### src/api_frame_map.svh
// Frame constants shared by both ends of the serial API link
`ifndef API_FRAME_MAP_SVH
`define API_FRAME_MAP_SVH
`define START_DELIM 8'h7e
`define ESC_BYTE 8'h7d
`define ESC_XOR 8'h20
`define XON_BYTE 8'h11
`define XOFF_BYTE 8'h13
`define CKSUM_GOOD 8'hff
`define LEN_HI_ZERO 8'h00
`define TYPE_LOCAL_REQ 8'h08
`define TYPE_LOCAL_RSP 8'h88
`define TYPE_TX_STATUS 8'h8b
`define TYPE_RX_PLAIN 8'h90
`define TYPE_RX_EXPLICIT 8'h91
`define TYPE_REMOTE_RSP 8'h97
`define FID_NONE 8'h00
`define BODY_TYPE 16'h0000
`define BODY_ID 16'h0001
`define BODY_CMD_HI 16'h0002
`define BODY_CMD_LO 16'h0003
`define BODY_PARAM 16'h0004
`define BODY_VALUE 16'h0005
`define BODY_BITS 72
`define ST_OK 8'h00
`define ST_BAD_CMD 8'h02
`define ST_BAD_PARAM 8'h03
`define CMD_RX_FMT 16'h414f
`define CMD_ESC_MODE 16'h4150
`define ESC_MODE_PLAIN 2'h1
`define ESC_MODE_ESCAPED 2'h2
`define RX_FMT_RST 1'b0
`define RSP_LEN_QUERY 8'h09
`define RSP_LEN_SET 8'h05
`define EV_LEN 8'h03
`define REQ_LEN_QUERY 8'h04
`define REQ_LEN_SET 8'h08
`define TX_HDR 4'h3
`define IDX_DELIM 4'h0
`define IDX_LEN_HI 4'h1
`define IDX_LEN_LO 4'h2
`endif

### src/api_frame_pkg.sv
// Types and the escape helper function of the serial API framing
package api_frame_pkg;
`include "api_frame_map.svh"
   typedef enum logic [1:0] {EV_TX_STATUS, EV_RX_DATA, EV_REMOTE_RSP} ev_kind_t;
   typedef enum logic [2:0] {RX_HUNT, RX_LEN_HI, RX_LEN_LO, RX_BODY, RX_CHK}
      rx_state_t;

   function automatic logic needs_escape(input logic [7:0] b);
      return b == `START_DELIM || b == `ESC_BYTE || b == `XON_BYTE ||
         b == `XOFF_BYTE;
   endfunction
endpackage

### src/api_link_if.sv
// Byte stream link between host and device, one stream each way
`timescale 1ns/1ps
interface api_link_if;
   logic [7:0] h2d_data;
   logic h2d_valid;
   logic h2d_ready;
   logic [7:0] d2h_data;
   logic d2h_valid;
   logic d2h_ready;

   modport device (
      input h2d_data, h2d_valid, d2h_ready,
      output h2d_ready, d2h_data, d2h_valid
   );
   modport host (
      input h2d_ready, d2h_data, d2h_valid,
      output h2d_data, h2d_valid, d2h_ready
   );
endinterface

### src/api_frame_device.sv
// Device end: FIFO, frame encoder, frame decoder and command handling
`timescale 1ns/1ps
`include "api_frame_map.svh"
module byte_fifo #(
   parameter int WIDTH = 8,
   parameter int DEPTH = 8
) (
   // Clock and reset
   input wire logic clk,
   input wire logic resetn,
   // Fill side
   input wire logic [WIDTH-1:0] in_data,
   input wire logic in_valid,
   output logic in_ready,
   // Drain side
   output logic [WIDTH-1:0] out_data,
   output logic out_valid,
   input wire logic out_ready
);
   localparam int AW = $clog2(DEPTH);
   logic [WIDTH-1:0] mem [DEPTH];
   logic [AW-1:0] wptr;
   logic [AW-1:0] rptr;
   logic [AW:0] count;
   wire push = in_valid && in_ready;
   wire pop = out_valid && out_ready;

   function automatic logic [AW-1:0] next_ptr(input logic [AW-1:0] p);
      return (p == AW'(DEPTH - 1)) ? '0 : p + 1'b1;
   endfunction

   assign in_ready = count != (AW + 1)'(DEPTH);
   assign out_valid = count != '0;
   assign out_data = mem[rptr];

   always_ff @(posedge clk)
   begin
      if (push)
         mem[wptr] <= in_data;
   end

   always_ff @(posedge clk or negedge resetn)
   begin
      if (!resetn)
      begin
         wptr <= '0;
         rptr <= '0;
         count <= '0;
      end
      else
      begin
         if (push)
            wptr <= next_ptr(wptr);
         if (pop)
            rptr <= next_ptr(rptr);
         count <= count + {{AW{1'b0}}, push} - {{AW{1'b0}}, pop};
      end
   end
endmodule // byte_fifo

module frame_encoder
   import api_frame_pkg::*;
(
   // Clock and reset
   input wire logic clk,
   input wire logic resetn,
   // Frame request, body left aligned
   input wire logic esc_on,
   input wire logic start,
   input wire logic [7:0] s_len,
   input wire logic [`BODY_BITS-1:0] s_body,
   output logic busy,
   // Byte stream out
   output logic [7:0] out_data,
   output logic out_valid,
   input wire logic out_ready
);
   logic [3:0] idx;
   logic [7:0] t_len;
   logic [7:0] t_sum;
   logic [`BODY_BITS-1:0] t_body;
   logic t_esc2;
   wire [3:0] last = t_len[3:0] + `TX_HDR;
   wire in_body = idx >= `TX_HDR && idx != last;
   wire [7:0] plain = (idx == `IDX_DELIM) ? `START_DELIM :
      (idx == `IDX_LEN_HI) ? `LEN_HI_ZERO :
      (idx == `IDX_LEN_LO) ? t_len :
      in_body ? t_body[`BODY_BITS-1 -: 8] :
      `CKSUM_GOOD - t_sum;
   wire need_esc = esc_on && idx != `IDX_DELIM && needs_escape(plain);
   wire slot = busy && (!out_valid || out_ready);
   wire adv = !need_esc || t_esc2;
   wire [7:0] out_b = !adv ? `ESC_BYTE :
      need_esc ? plain ^ `ESC_XOR : plain;

   always_ff @(posedge clk or negedge resetn)
   begin
      if (!resetn)
      begin
         busy <= 1'b0;
         idx <= '0;
         t_len <= '0;
         t_sum <= '0;
         t_body <= '0;
         t_esc2 <= 1'b0;
         out_data <= '0;
         out_valid <= 1'b0;
      end
      else
      begin
         if (!busy && start)
         begin
            busy <= 1'b1;
            idx <= `IDX_DELIM;
            t_len <= s_len;
            t_body <= s_body;
            t_sum <= '0;
            t_esc2 <= 1'b0;
         end
         else if (slot && !adv)
            t_esc2 <= 1'b1;
         else if (slot)
         begin
            t_esc2 <= 1'b0;
            idx <= idx + 4'h1;
            if (in_body)
            begin
               t_sum <= t_sum + plain;
               t_body <= {t_body[`BODY_BITS-9:0], 8'h00};
            end
            if (idx == last)
               busy <= 1'b0;
         end
         if (slot)
            out_data <= out_b;
         if (slot)
            out_valid <= 1'b1;
         else if (out_ready)
            out_valid <= 1'b0;
      end
   end
endmodule // frame_encoder

module frame_decoder
   import api_frame_pkg::*;
#(
   parameter logic [15:0] TAIL_FROM = `BODY_PARAM
) (
   // Clock and reset
   input wire logic clk,
   input wire logic resetn,
   // Byte stream in
   input wire logic esc_on,
   input wire logic in_fire,
   input wire logic [7:0] in_data,
   // Frame result, fields held until the next frame fills them; tail cleared at the next length low byte
   output logic done,
   output logic ok,
   output logic [15:0] len,
   output logic [7:0] f_type,
   output logic [7:0] f_id,
   output logic [15:0] f_cmd,
   output logic [7:0] f_b4,
   output logic [31:0] tail
);
   rx_state_t st;
   logic esc_pend;
   logic [15:0] cnt;
   logic [7:0] sum;
   // In escaped mode a raw delimiter can only open a frame
   wire resync = esc_on && in_data == `START_DELIM;
   wire esc_mark = esc_on && in_data == `ESC_BYTE && !esc_pend &&
      st != RX_HUNT;
   wire open_frame = resync || (st == RX_HUNT && in_data == `START_DELIM);
   wire [7:0] b = esc_pend ? in_data ^ `ESC_XOR : in_data;

   always_ff @(posedge clk or negedge resetn)
   begin
      if (!resetn)
      begin
         st <= RX_HUNT;
         esc_pend <= 1'b0;
         cnt <= '0;
         sum <= '0;
         done <= 1'b0;
         ok <= 1'b0;
         len <= '0;
         f_type <= '0;
         f_id <= '0;
         f_cmd <= '0;
         f_b4 <= '0;
         tail <= '0;
      end
      else
      begin
         done <= 1'b0;
         if (in_fire && open_frame)
         begin
            st <= RX_LEN_HI;
            esc_pend <= 1'b0;
         end
         else if (in_fire && esc_mark)
            esc_pend <= 1'b1;
         else if (in_fire && st != RX_HUNT)
         begin
            esc_pend <= 1'b0;
            case (st)
               RX_LEN_HI:
               begin
                  len[15:8] <= b;
                  st <= RX_LEN_LO;
               end
               RX_LEN_LO:
               begin
                  len[7:0] <= b;
                  cnt <= '0;
                  sum <= '0;
                  tail <= '0;
                  st <= ({len[15:8], b} == '0) ? RX_HUNT : RX_BODY;
               end
               RX_BODY:
               begin
                  sum <= sum + b;
                  cnt <= cnt + 16'h0001;
                  if (cnt == `BODY_TYPE)
                     f_type <= b;
                  if (cnt == `BODY_ID)
                     f_id <= b;
                  if (cnt == `BODY_CMD_HI)
                     f_cmd[15:8] <= b;
                  if (cnt == `BODY_CMD_LO)
                     f_cmd[7:0] <= b;
                  if (cnt == `BODY_PARAM)
                     f_b4 <= b;
                  if (cnt >= TAIL_FROM)
                     tail <= {tail[23:0], b};
                  if (cnt + 16'h0001 == len)
                     st <= RX_CHK;
               end
               default:
               begin
                  done <= 1'b1;
                  ok <= sum + b == `CKSUM_GOOD;
                  st <= RX_HUNT;
               end
            endcase
         end
      end
   end
endmodule // frame_decoder

module api_frame_device
   import api_frame_pkg::*;
(
   // Clock and reset
   input wire logic clk,
   input wire logic resetn,
   // Serial link
   api_link_if.device link,
   // Events from the radio side
   input wire logic ev_valid,
   input ev_kind_t ev_kind,
   input wire logic [7:0] ev_id,
   input wire logic [7:0] ev_status,
   input wire logic ev_delivered,
   output logic ev_ready,
   // Settings in force
   output logic rx_frame_format_select,
   output logic [1:0] api_escape_mode_select,
   // Status pulses and the code of the last command run
   output logic cmd_done,
   output logic [15:0] cmd_code,
   output logic frame_bad
);
   logic dec_done, dec_ok;
   logic [15:0] dec_len, dec_cmd;
   logic [7:0] dec_type, dec_id;
   logic [31:0] dec_tail;
   logic pend, p_hasval;
   logic [7:0] p_id, p_stat;
   logic [15:0] p_cmd;
   logic [31:0] p_val;
   logic enc_busy, enc_valid, fifo_in_ready, fifo_valid;
   logic [7:0] enc_data, fifo_data;

   wire esc_on = api_escape_mode_select == `ESC_MODE_ESCAPED;
   wire has_param = dec_len > `BODY_PARAM;
   wire exec = dec_done && dec_ok && dec_type == `TYPE_LOCAL_REQ &&
      dec_len >= `BODY_PARAM;
   wire is_fmt = dec_cmd == `CMD_RX_FMT;
   wire is_esc = dec_cmd == `CMD_ESC_MODE;
   wire esc_ok = dec_tail[31:2] == '0 &&
      (dec_tail[1:0] == `ESC_MODE_PLAIN || dec_tail[1:0] == `ESC_MODE_ESCAPED);
   wire param_ok = is_fmt ? dec_tail[31:1] == '0 : esc_ok;
   wire [7:0] status = !(is_fmt || is_esc) ? `ST_BAD_CMD :
      (has_param && !param_ok) ? `ST_BAD_PARAM : `ST_OK;
   wire do_write = exec && has_param && status == `ST_OK;
   wire [31:0] cur_val = is_fmt ? {31'h0, rx_frame_format_select} :
      {30'h0, api_escape_mode_select};
   wire want_rsp = exec && dec_id != `FID_NONE;

   wire ev_fire = ev_valid && ev_ready;
   wire ev_emit = ev_fire &&
      !(ev_kind == EV_TX_STATUS && ev_id == `FID_NONE) &&
      !(ev_kind == EV_REMOTE_RSP && !ev_delivered);
   wire [7:0] ev_type = (ev_kind == EV_TX_STATUS) ? `TYPE_TX_STATUS :
      (ev_kind == EV_REMOTE_RSP) ? `TYPE_REMOTE_RSP :
      rx_frame_format_select ? `TYPE_RX_EXPLICIT : `TYPE_RX_PLAIN;
   wire start_loc = pend && !enc_busy && !ev_fire;
   wire next_pend = (pend && !start_loc) || want_rsp;
   wire [`BODY_BITS-1:0] loc_body = {`TYPE_LOCAL_RSP, p_id, p_cmd, p_stat,
      p_val};
   wire [`BODY_BITS-1:0] ev_body = {ev_type, ev_id, ev_status, 48'h0};
   wire [7:0] s_len = !start_loc ? `EV_LEN :
      p_hasval ? `RSP_LEN_QUERY : `RSP_LEN_SET;
   wire fifo_out_ready = !link.d2h_valid || link.d2h_ready;

   frame_decoder #(.TAIL_FROM(`BODY_PARAM)) u_dec (
      .clk(clk), .resetn(resetn), .esc_on(esc_on),
      .in_fire(link.h2d_valid && link.h2d_ready), .in_data(link.h2d_data),
      .done(dec_done), .ok(dec_ok), .len(dec_len), .f_type(dec_type),
      .f_id(dec_id), .f_cmd(dec_cmd), .f_b4(), .tail(dec_tail)
   );

   frame_encoder u_enc (
      .clk(clk), .resetn(resetn), .esc_on(esc_on),
      .start(ev_emit || start_loc), .s_len(s_len),
      .s_body(start_loc ? loc_body : ev_body), .busy(enc_busy),
      .out_data(enc_data), .out_valid(enc_valid), .out_ready(fifo_in_ready)
   );

   byte_fifo #(.WIDTH(8), .DEPTH(8)) u_fifo (
      .clk(clk), .resetn(resetn),
      .in_data(enc_data), .in_valid(enc_valid), .in_ready(fifo_in_ready),
      .out_data(fifo_data), .out_valid(fifo_valid),
      .out_ready(fifo_out_ready)
   );

   always_ff @(posedge clk or negedge resetn)
   begin
      if (!resetn)
      begin
         rx_frame_format_select <= `RX_FMT_RST;
         api_escape_mode_select <= `ESC_MODE_PLAIN;
      end
      else if (do_write && is_fmt)
         rx_frame_format_select <= dec_tail[0];
      else if (do_write)
         api_escape_mode_select <= dec_tail[1:0];
   end

   // One response held; input stalls rather than lose a second one
   always_ff @(posedge clk or negedge resetn)
   begin
      if (!resetn)
      begin
         pend <= 1'b0;
         p_hasval <= 1'b0;
         p_id <= '0;
         p_cmd <= '0;
         p_stat <= '0;
         p_val <= '0;
         link.h2d_ready <= 1'b0;
         ev_ready <= 1'b0;
      end
      else
      begin
         pend <= next_pend;
         if (want_rsp)
         begin
            p_id <= dec_id;
            p_cmd <= dec_cmd;
            p_stat <= status;
            p_hasval <= !has_param && status == `ST_OK;
            p_val <= cur_val;
         end
         link.h2d_ready <= !next_pend;
         ev_ready <= !enc_busy && !(ev_emit || start_loc) && !next_pend;
      end
   end

   always_ff @(posedge clk or negedge resetn)
   begin
      if (!resetn)
      begin
         link.d2h_valid <= 1'b0;
         link.d2h_data <= '0;
         cmd_done <= 1'b0;
         cmd_code <= '0;
         frame_bad <= 1'b0;
      end
      else
      begin
         if (fifo_out_ready)
         begin
            link.d2h_valid <= fifo_valid;
            link.d2h_data <= fifo_data;
         end
         cmd_done <= exec;
         if (exec)
            cmd_code <= dec_cmd;
         frame_bad <= dec_done && !dec_ok;
      end
   end
endmodule // api_frame_device

### src/flat_wrapper.sv
// flat-port wrapper written by rule: the top's interface ports become plain ports
module api_frame_device_flat import api_frame_pkg::*;
  (clk, resetn, ev_valid, ev_kind, ev_id, ev_status, ev_delivered, ev_ready, rx_frame_format_select, api_escape_mode_select, cmd_done, cmd_code, frame_bad, link_h2d_data, link_h2d_valid, link_d2h_ready, link_h2d_ready, link_d2h_data, link_d2h_valid);
  api_link_if link_i ();
  input wire logic clk;
  input wire logic resetn;
  input wire logic ev_valid;
  input ev_kind_t ev_kind;
  input wire logic [7:0] ev_id;
  input wire logic [7:0] ev_status;
  input wire logic ev_delivered;
  output logic ev_ready;
  output logic rx_frame_format_select;
  output logic [1:0] api_escape_mode_select;
  output logic cmd_done;
  output logic [15:0] cmd_code;
  output logic frame_bad;
  input wire logic [$bits(link_i.h2d_data)-1:0] link_h2d_data;
  input wire logic [$bits(link_i.h2d_valid)-1:0] link_h2d_valid;
  input wire logic [$bits(link_i.d2h_ready)-1:0] link_d2h_ready;
  output wire logic [$bits(link_i.h2d_ready)-1:0] link_h2d_ready;
  output wire logic [$bits(link_i.d2h_data)-1:0] link_d2h_data;
  output wire logic [$bits(link_i.d2h_valid)-1:0] link_d2h_valid;
  assign link_i.h2d_data = link_h2d_data;
  assign link_i.h2d_valid = link_h2d_valid;
  assign link_i.d2h_ready = link_d2h_ready;
  assign link_h2d_ready = link_i.h2d_ready;
  assign link_d2h_data = link_i.d2h_data;
  assign link_d2h_valid = link_i.d2h_valid;
  api_frame_device u_core (.clk(clk), .resetn(resetn), .link(link_i), .ev_valid(ev_valid), .ev_kind(ev_kind), .ev_id(ev_id), .ev_status(ev_status), .ev_delivered(ev_delivered), .ev_ready(ev_ready), .rx_frame_format_select(rx_frame_format_select), .api_escape_mode_select(api_escape_mode_select), .cmd_done(cmd_done), .cmd_code(cmd_code), .frame_bad(frame_bad));
endmodule
### config.mk
export PLATFORM = sky130hd
export DESIGN_NAME = api_frame_device_flat
export DESIGN_NICKNAME = d
export VERILOG_FILES = /design/src/api_frame_pkg.sv /design/src/api_link_if.sv /design/src/api_frame_device.sv /design/src/flat_wrapper.sv
export VERILOG_INCLUDE_DIRS = /design/src
export SDC_FILE = /design/constraint.sdc
export NUM_CORES = 1
export LEC_CHECK = 0
export BUFFER_PORTS_ARGS = -buffer_cell sky130_fd_sc_hd__clkbuf_2
export CAP_MARGIN = 20
export CORE_MARGIN = 2
export CORE_UTILIZATION = 45
export DETAILED_ROUTE_END_ITERATION = 8
export PLACE_DENSITY = 0.66
export SYNTH_ARGS = -nofsm -noshare
export SYNTH_HDL_FRONTEND = slang
export SYNTH_SLANG_ARGS = --single-unit
### constraint.sdc
create_clock -name clk -period 6.1 [get_ports clk]
set_input_delay 1.22 -clock clk [delete_from_list [all_inputs] [get_ports clk]]
set_output_delay 1.22 -clock clk [all_outputs]
set_load 0.05 [all_outputs]
# Word-level counts from Yosys, hierarchy flattened
# Memories as Yosys holds them, arrays and structs flattened. A register that Yosys moved wholly into a read port is not among the register bits.
# Cells that the tools add are included.
# totals
mem_count	1
register_bits	313
ram_bits	64
elab_cells	251
mem_bits_ro	0
latchBits	0
# mem_list
memory	depth	word_bits	rd	rd_ports_with_merged_regs	wr	line_no	text
u_core.u_fifo.mem	8	8	1	1	1	api_frame_device.sv:21	logic [WIDTH-1:0] mem [DEPTH];
# op_classes
div_mod_pow	0
shifts	0
n_eq_ne	32
bitwise_logic	6
muxes	58
multipliers	0
n_reduce_logical	102
n_addsub	10
magnitude_cmp	4
# op_table
op	n
72-bit two-way mux	5
8-bit two-way mux	13
32-bit one-hot mux with 2 select lines	1
1-bit logical AND	38
16-bit by 15-bit equality test with 1-bit output (second input constant)	2
16-bit by 2-bit equality test with 1-bit output (second input constant)	2
8-bit by 7-bit equality test with 1-bit output (second input constant)	4
16-bit by 3-bit greater-or-equal comparator with 1-bit output (second input constant)	2
16-bit logical NOT	2
32-bit two-way mux	1
16-bit one-hot mux with 2 select lines	1
31-bit logical NOT	1
30-bit logical NOT	1
5-bit AND reduction	5
1-bit two-way mux	20
3-bit two-way mux	6
1-bit logical NOT	17
16-bit by 1-bit adder with 16-bit output (second input constant)	1
8-bit adder	2
16-bit by 1-bit equality test with 1-bit output (second input constant)	1
16-bit equality test	1
8-bit by 5-bit equality test with 1-bit output (second input constant)	2
16-bit by 3-bit greater-than comparator with 1-bit output (second input constant)	1
8-bit logical NOT	2
39 further kinds	81

# Logic depth before layout (Yosys ltp)
# depth
ltp_word	18
mapped_depth	18
depth_no_buf	17

# Cells and area by module
# Synthesis repeated with hierarchy kept, for this count alone.
# unflattened
cells_unflattened	1497
area_unflattened_um2	17463.0
# modules_own_cells
mod	instances	area_per_inst_um2	cells_each
frame_decoder	1	5729.2	543
frame_encoder	1	5506.5	529
api_frame_device	1	3129.3	275
byte_fifo	1	3098.0	150

# Worst setup path after synthesis
# Ideal clock, no wire load.
# synth_timing
kind	input-to-reg
startpoint	in link_h2d_data[6]
endpoint	reg u_core.u_dec.f_cmd[0]
path_stages	9
required_time_ns	5.975
setup_slack_ns	2.494
setup_ns	0.125
arrival_ns	3.481
cell_sequence	clkbuf_1 nand4_1 or4b_1 a2111oi_0 nor3_1 nand2_1 nor2_1 nand2_1 mux2_2
# synth_via
elab_chain_len	7
# synth_lines
element	line_no	text
from (decl)	flat_wrapper.sv:18	input wire logic [$bits(link_i.h2d_data)-1:0] link_h2d_data;
8-bit by 7-bit equality test with 1-bit output (no source line)	--	
1-bit logical AND (no source line)	--	
1-bit logical AND (2 in series)	api_frame_device.sv:172	wire esc_mark = esc_on && in_data == `ESC_BYTE && !esc_pend &&
1-bit logical AND	api_frame_device.sv:202	else if (in_fire && esc_mark)
1-bit inverter (no source line)	--	
5-bit AND reduction (no source line) *	--	
to (signal assigned)	api_frame_device.sv:190	f_cmd <= '0;
to (signal assigned)	api_frame_device.sv:232	f_cmd[7:0] <= b;
to (decl)	api_frame_device.sv:162	output logic [15:0] f_cmd,
# Every way passes the cells marked *; elsewhere a longest branch is shown, timed or not.
# A chain may end at the register's enable or synchronous reset.

# Worst setup path after layout
# layout_timing
startpoint	reg u_core.u_enc.idx[0]
endpoint	reg u_core.u_enc.t_body[68]
# layout_via
elab_chain_len	17
# layout_lines
element	line_no	text
from (decl)	api_frame_device.sv:78	logic [3:0] idx;
from (signal assigned)	api_frame_device.sv:114	idx <= `IDX_DELIM;
from (signal assigned)	api_frame_device.sv:125	idx <= idx + 4'h1;
4-bit by 2-bit greater-or-equal comparator with 1-bit output (no source line) / 4-bit inequality test (equally long branches)	--	
1-bit logical AND	api_frame_device.sv:84	wire in_body = idx >= `TX_HDR && idx != last;
8-bit two-way mux	api_frame_device.sv:88	in_body ? t_body[`BODY_BITS-1 -: 8] :
8-bit two-way mux	api_frame_device.sv:87	(idx == `IDX_LEN_LO) ? t_len :
8-bit two-way mux	api_frame_device.sv:86	(idx == `IDX_LEN_HI) ? `LEN_HI_ZERO :
8-bit two-way mux	api_frame_device.sv:85	wire [7:0] plain = (idx == `IDX_DELIM) ? `START_DELIM :
8-bit by 7-bit equality test with 1-bit output (no source line)	--	
1-bit logical OR (no source line) (3 in series)	--	
1-bit logical AND	api_frame_device.sv:90	wire need_esc = esc_on && idx != `IDX_DELIM && needs_escape(plain);
1-bit logical NOT	api_frame_device.sv:92	wire adv = !need_esc || t_esc2;
1-bit logical OR	api_frame_device.sv:92	
1-bit logical NOT	api_frame_device.sv:120	else if (slot && !adv)
1-bit logical AND	api_frame_device.sv:120	
2-bit inequality test (no source line)	--	
3-bit AND reduction (no source line) *	--	
to (signal assigned)	api_frame_device.sv:116	t_body <= s_body;
to (signal assigned)	api_frame_device.sv:129	t_body <= {t_body[`BODY_BITS-9:0], 8'h00};
to (decl)	api_frame_device.sv:81	logic [`BODY_BITS-1:0] t_body;
# Marks and branches as above.

==> run summary <==
Run status: finished clean
# clock sinks: 315
Mean cell area of the mapped netlist: 11.1 µm²
Setup Viol. Count Final: 0
Startpoint types: flop
Hold Violations, Final: 0
CP max FO: 28
Crit path buf inv count: 1
Setup Fix Bufs, Post-CTS: 0
Area contributors post-synth: dfrtp_1 41%, edfxtp_1 13%, mux2_2 6.6%
Final TNS setup: 0 ps
CTS Root Cell: clkbuf_16
Number of synthesized flops with an enable pin: 64
Worst rel slew slack: 34.0%
Post-DP HPWL: 23.6 mm
Slew at the pin closest to its max-slew limit: 990 ps
Starting density of the core: 45.3%
Mapped Area: 0.0151 mm²
Die area: 0.0350 mm²
Syn Nets: 1,432
Max Cap Viol: 0
Crit-path cells: inv_1 > ha_1 > or2_1 > a211o_1 > a211o_1 > o221ai_1 > xnor2_1 > nand4_1 > o21a_2 > o21ai_4 > o221a_2
WP data arrival: 4580 ps
Final non-filler cell total: 1,885
CP required: 6550 ps
RePlAce Congestion: 0.897
Final WL: 35.0 mm
Clock Skews: 17.2 ps
Routed vias/inst: 5.66
Area growth syn-to-layout: 12.7%
Pre-CTS WS: 1920 ps
Initial antenna violation count: 0
Final WS setup: 1980 ps
Vias in the first global route: 10,800
Most frequent cell after synthesis: dfrtp_1
Tmin final: 4120 ps
Overall Power: 8.86 mW
Max Root-Sink Buffers: 3
Post_cts resized: 0
Number of fill cells: 2,973
Ys async rst share: 79.7%
Main synth FF type: dfrtp_1
Vias: 10,700
Global route total overflow: 0
Pins Over Slew Limit: 0
I/O Buffers: 63
Slowest CP cell: o21ai_4
Seq cells post-synth: 315
Top cell type's share of synthesized area: 41.5%
Share of post-route cells with drive strength above 1: 18.2%
Clock slew at reported path FFs: 60 ps
Largest net degree at the start of global routing: 122
RSZ-0062 raised after global routing: false
Remaining DRCs: 0
Nets: 1,478
I/O Pins: 64
Post-placement cell count: 1,820
Most used cell, CP: a211o_1
Pleak: 7.45 nW
Detailed Route Iter0 Violations: 770
Critical path class: flop to flop
Worst IR Drop VDD: 0.288 mV
Worst setup EP type: flop
Post-Syn Instances: 1,364
Die Width: 187 µm
YS warnings: 0
Avg WL per Cell: 18.6 µm
First-pass GRT wire length: 57.8 mm
Dpl cell area: 0.0158 mm²
# diodes: 0
Core Footprint: 0.0333 mm²
Final period utilization: 67.6%
CTS tree: built
CTS Hold Buffers Added: 0
Most instantiated cells after synthesis: 250 x dfrtp_1, 160 x nand2_1, 101 x nor3_1
Dominant cell type by area after synthesis: dfrtp_1
Critical path's top delay family: compound AO/OA/AOI/OAI gates
Inserted Clock Buffers: 35
# rows: 67
DRT Pass-1 Iters: 5
Pwr Density: 521 mW/mm²
Min-Delay Path Class: flop to flop
Global-route usage over all layers: 20.3%
Sequential share of the synthesized area: 54.4%
H-tree depth: 2
Final instance area: 0.0170 mm²
Clock Latency Late Sink: 520 ps
Synth cell types: 77
Die H: 187 µm
Max Fclk: 243 MHz
Slowest stage delay, CP: 830 ps
Final ANT Viol Nets: 0
## area by class of cell
| class | instances | area, µm² | share of cell area (%) |
|---|---|---|---|
| Timing Repair Buffer | 82 | 508 | 2.99 |
| Tap cell | 448 | 561 | 3.30 |
| Clock inverter | 14 | 164 | 0.964 |
| Clock buffer | 50 | 992 | 5.83 |
| Inverter | 49 | 184 | 1.08 |
| Sequential cell | 315 | 8200 | 48.2 |
| Multi-Input combinational cell | 927 | 6390 | 37.6 |
## worst reg2reg max path, cell delays in order, from the launching register on
cell,delay (ps)
dfrtp_1,470
inv_1,100
ha_1,310
or2_1,280
a211o_1,310
a211o_1,300
o221ai_1,330
xnor2_1,190
nand4_1,190
o21a_2,440
o21ai_4,840
o221a_2,320
## final timing paths
check                                   startpoint  cells after the start  slack [ps]                       to
setup / recovery               u_core.u_enc.idx[0]                     11        1980  u_core.u_enc.t_body[68]
hold / removal             u_core.link.d2h_data[5]                      2         480  u_core.link.d2h_data[5]
setup reg to reg               u_core.u_enc.idx[0]                     11        1980  u_core.u_enc.t_body[68]
hold reg to reg            u_core.link.d2h_data[5]                      2         480  u_core.link.d2h_data[5]
max in group asynchronous                   resetn                      2        4140   u_core.u_enc.t_body[1]
min in group asynchronous                   resetn                      1         640    u_core.u_enc.t_len[1]
## sequential cells by signal, summed over array words and instances (netlist names), 16 cells and up
register and cells:
u_core.u_dec.cnt 16, u_core.u_fifo.mem 64, u_core.p_cmd 16, u_core.u_dec.len 16, u_core.u_dec.f_cmd 16, u_core.cmd_code 16
u_core.u_enc.t_body 42, u_core.u_dec.tail 32
## metrics by stage
step / util (%) / hold WS, ps
6_report: 51.1 / 477
3_3_place_gp: 47.5 / 457
3_5_place_dp: 47.5 / 456
5_1_grt: 51.1 / 508
4_1_cts: 51.0 / 487
2_1_floorplan: - / 417
## report_power, final
| part | total (mW) | switching, mW | internal (mW) |
|---|---|---|---|
| sequential | 3.41 | 0.595 | 2.82 |
| clock | 2.09 | 0.858 | 1.23 |
| combinational | 3.36 | 1.88 | 1.48 |
| total | 8.86 | 3.33 | 5.53 |
## layout by cell type (no fill, tap or decap), drive strengths merged, types with 9 or more instances in the layout
cell / n
xnor2: 30
a22o: 32
nor2: 91
a31oi: 10
mux2: 89
a32o: 11
xor2: 15
ha: 33
clkbuf: 112
inv: 51
o21ai: 70
mux4: 16
nand4: 12
dfrtp: 250
clkinv: 9
mux2i: 25
edfxtp: 64
nand2b: 10
nand3: 24
buf: 20
nor3: 102
a21oi: 58
nor4: 22
nand2: 160
## kinds of logic after synthesis
family          count (synthesis)  synth area share (%)
simple gates                  468                  14.6
mux                           130                  10.7
compound gates                247                  11.2
xor+xnor                       46                  2.77
fa+ha+maj                      36                  3.14
flops                         315                  54.4
buf+inv                       122                  3.27
## layer usage
metal	wire length (µm)	global-route usage, %	vias to the layer above
met5	0	0	-
met4	619	4.64	0
met3	1440	2.85	52
met2	17300	35.2	250
met1	15700	27.2	5333
li1	-	-	5030
Power figures use the tool's default switching activity.
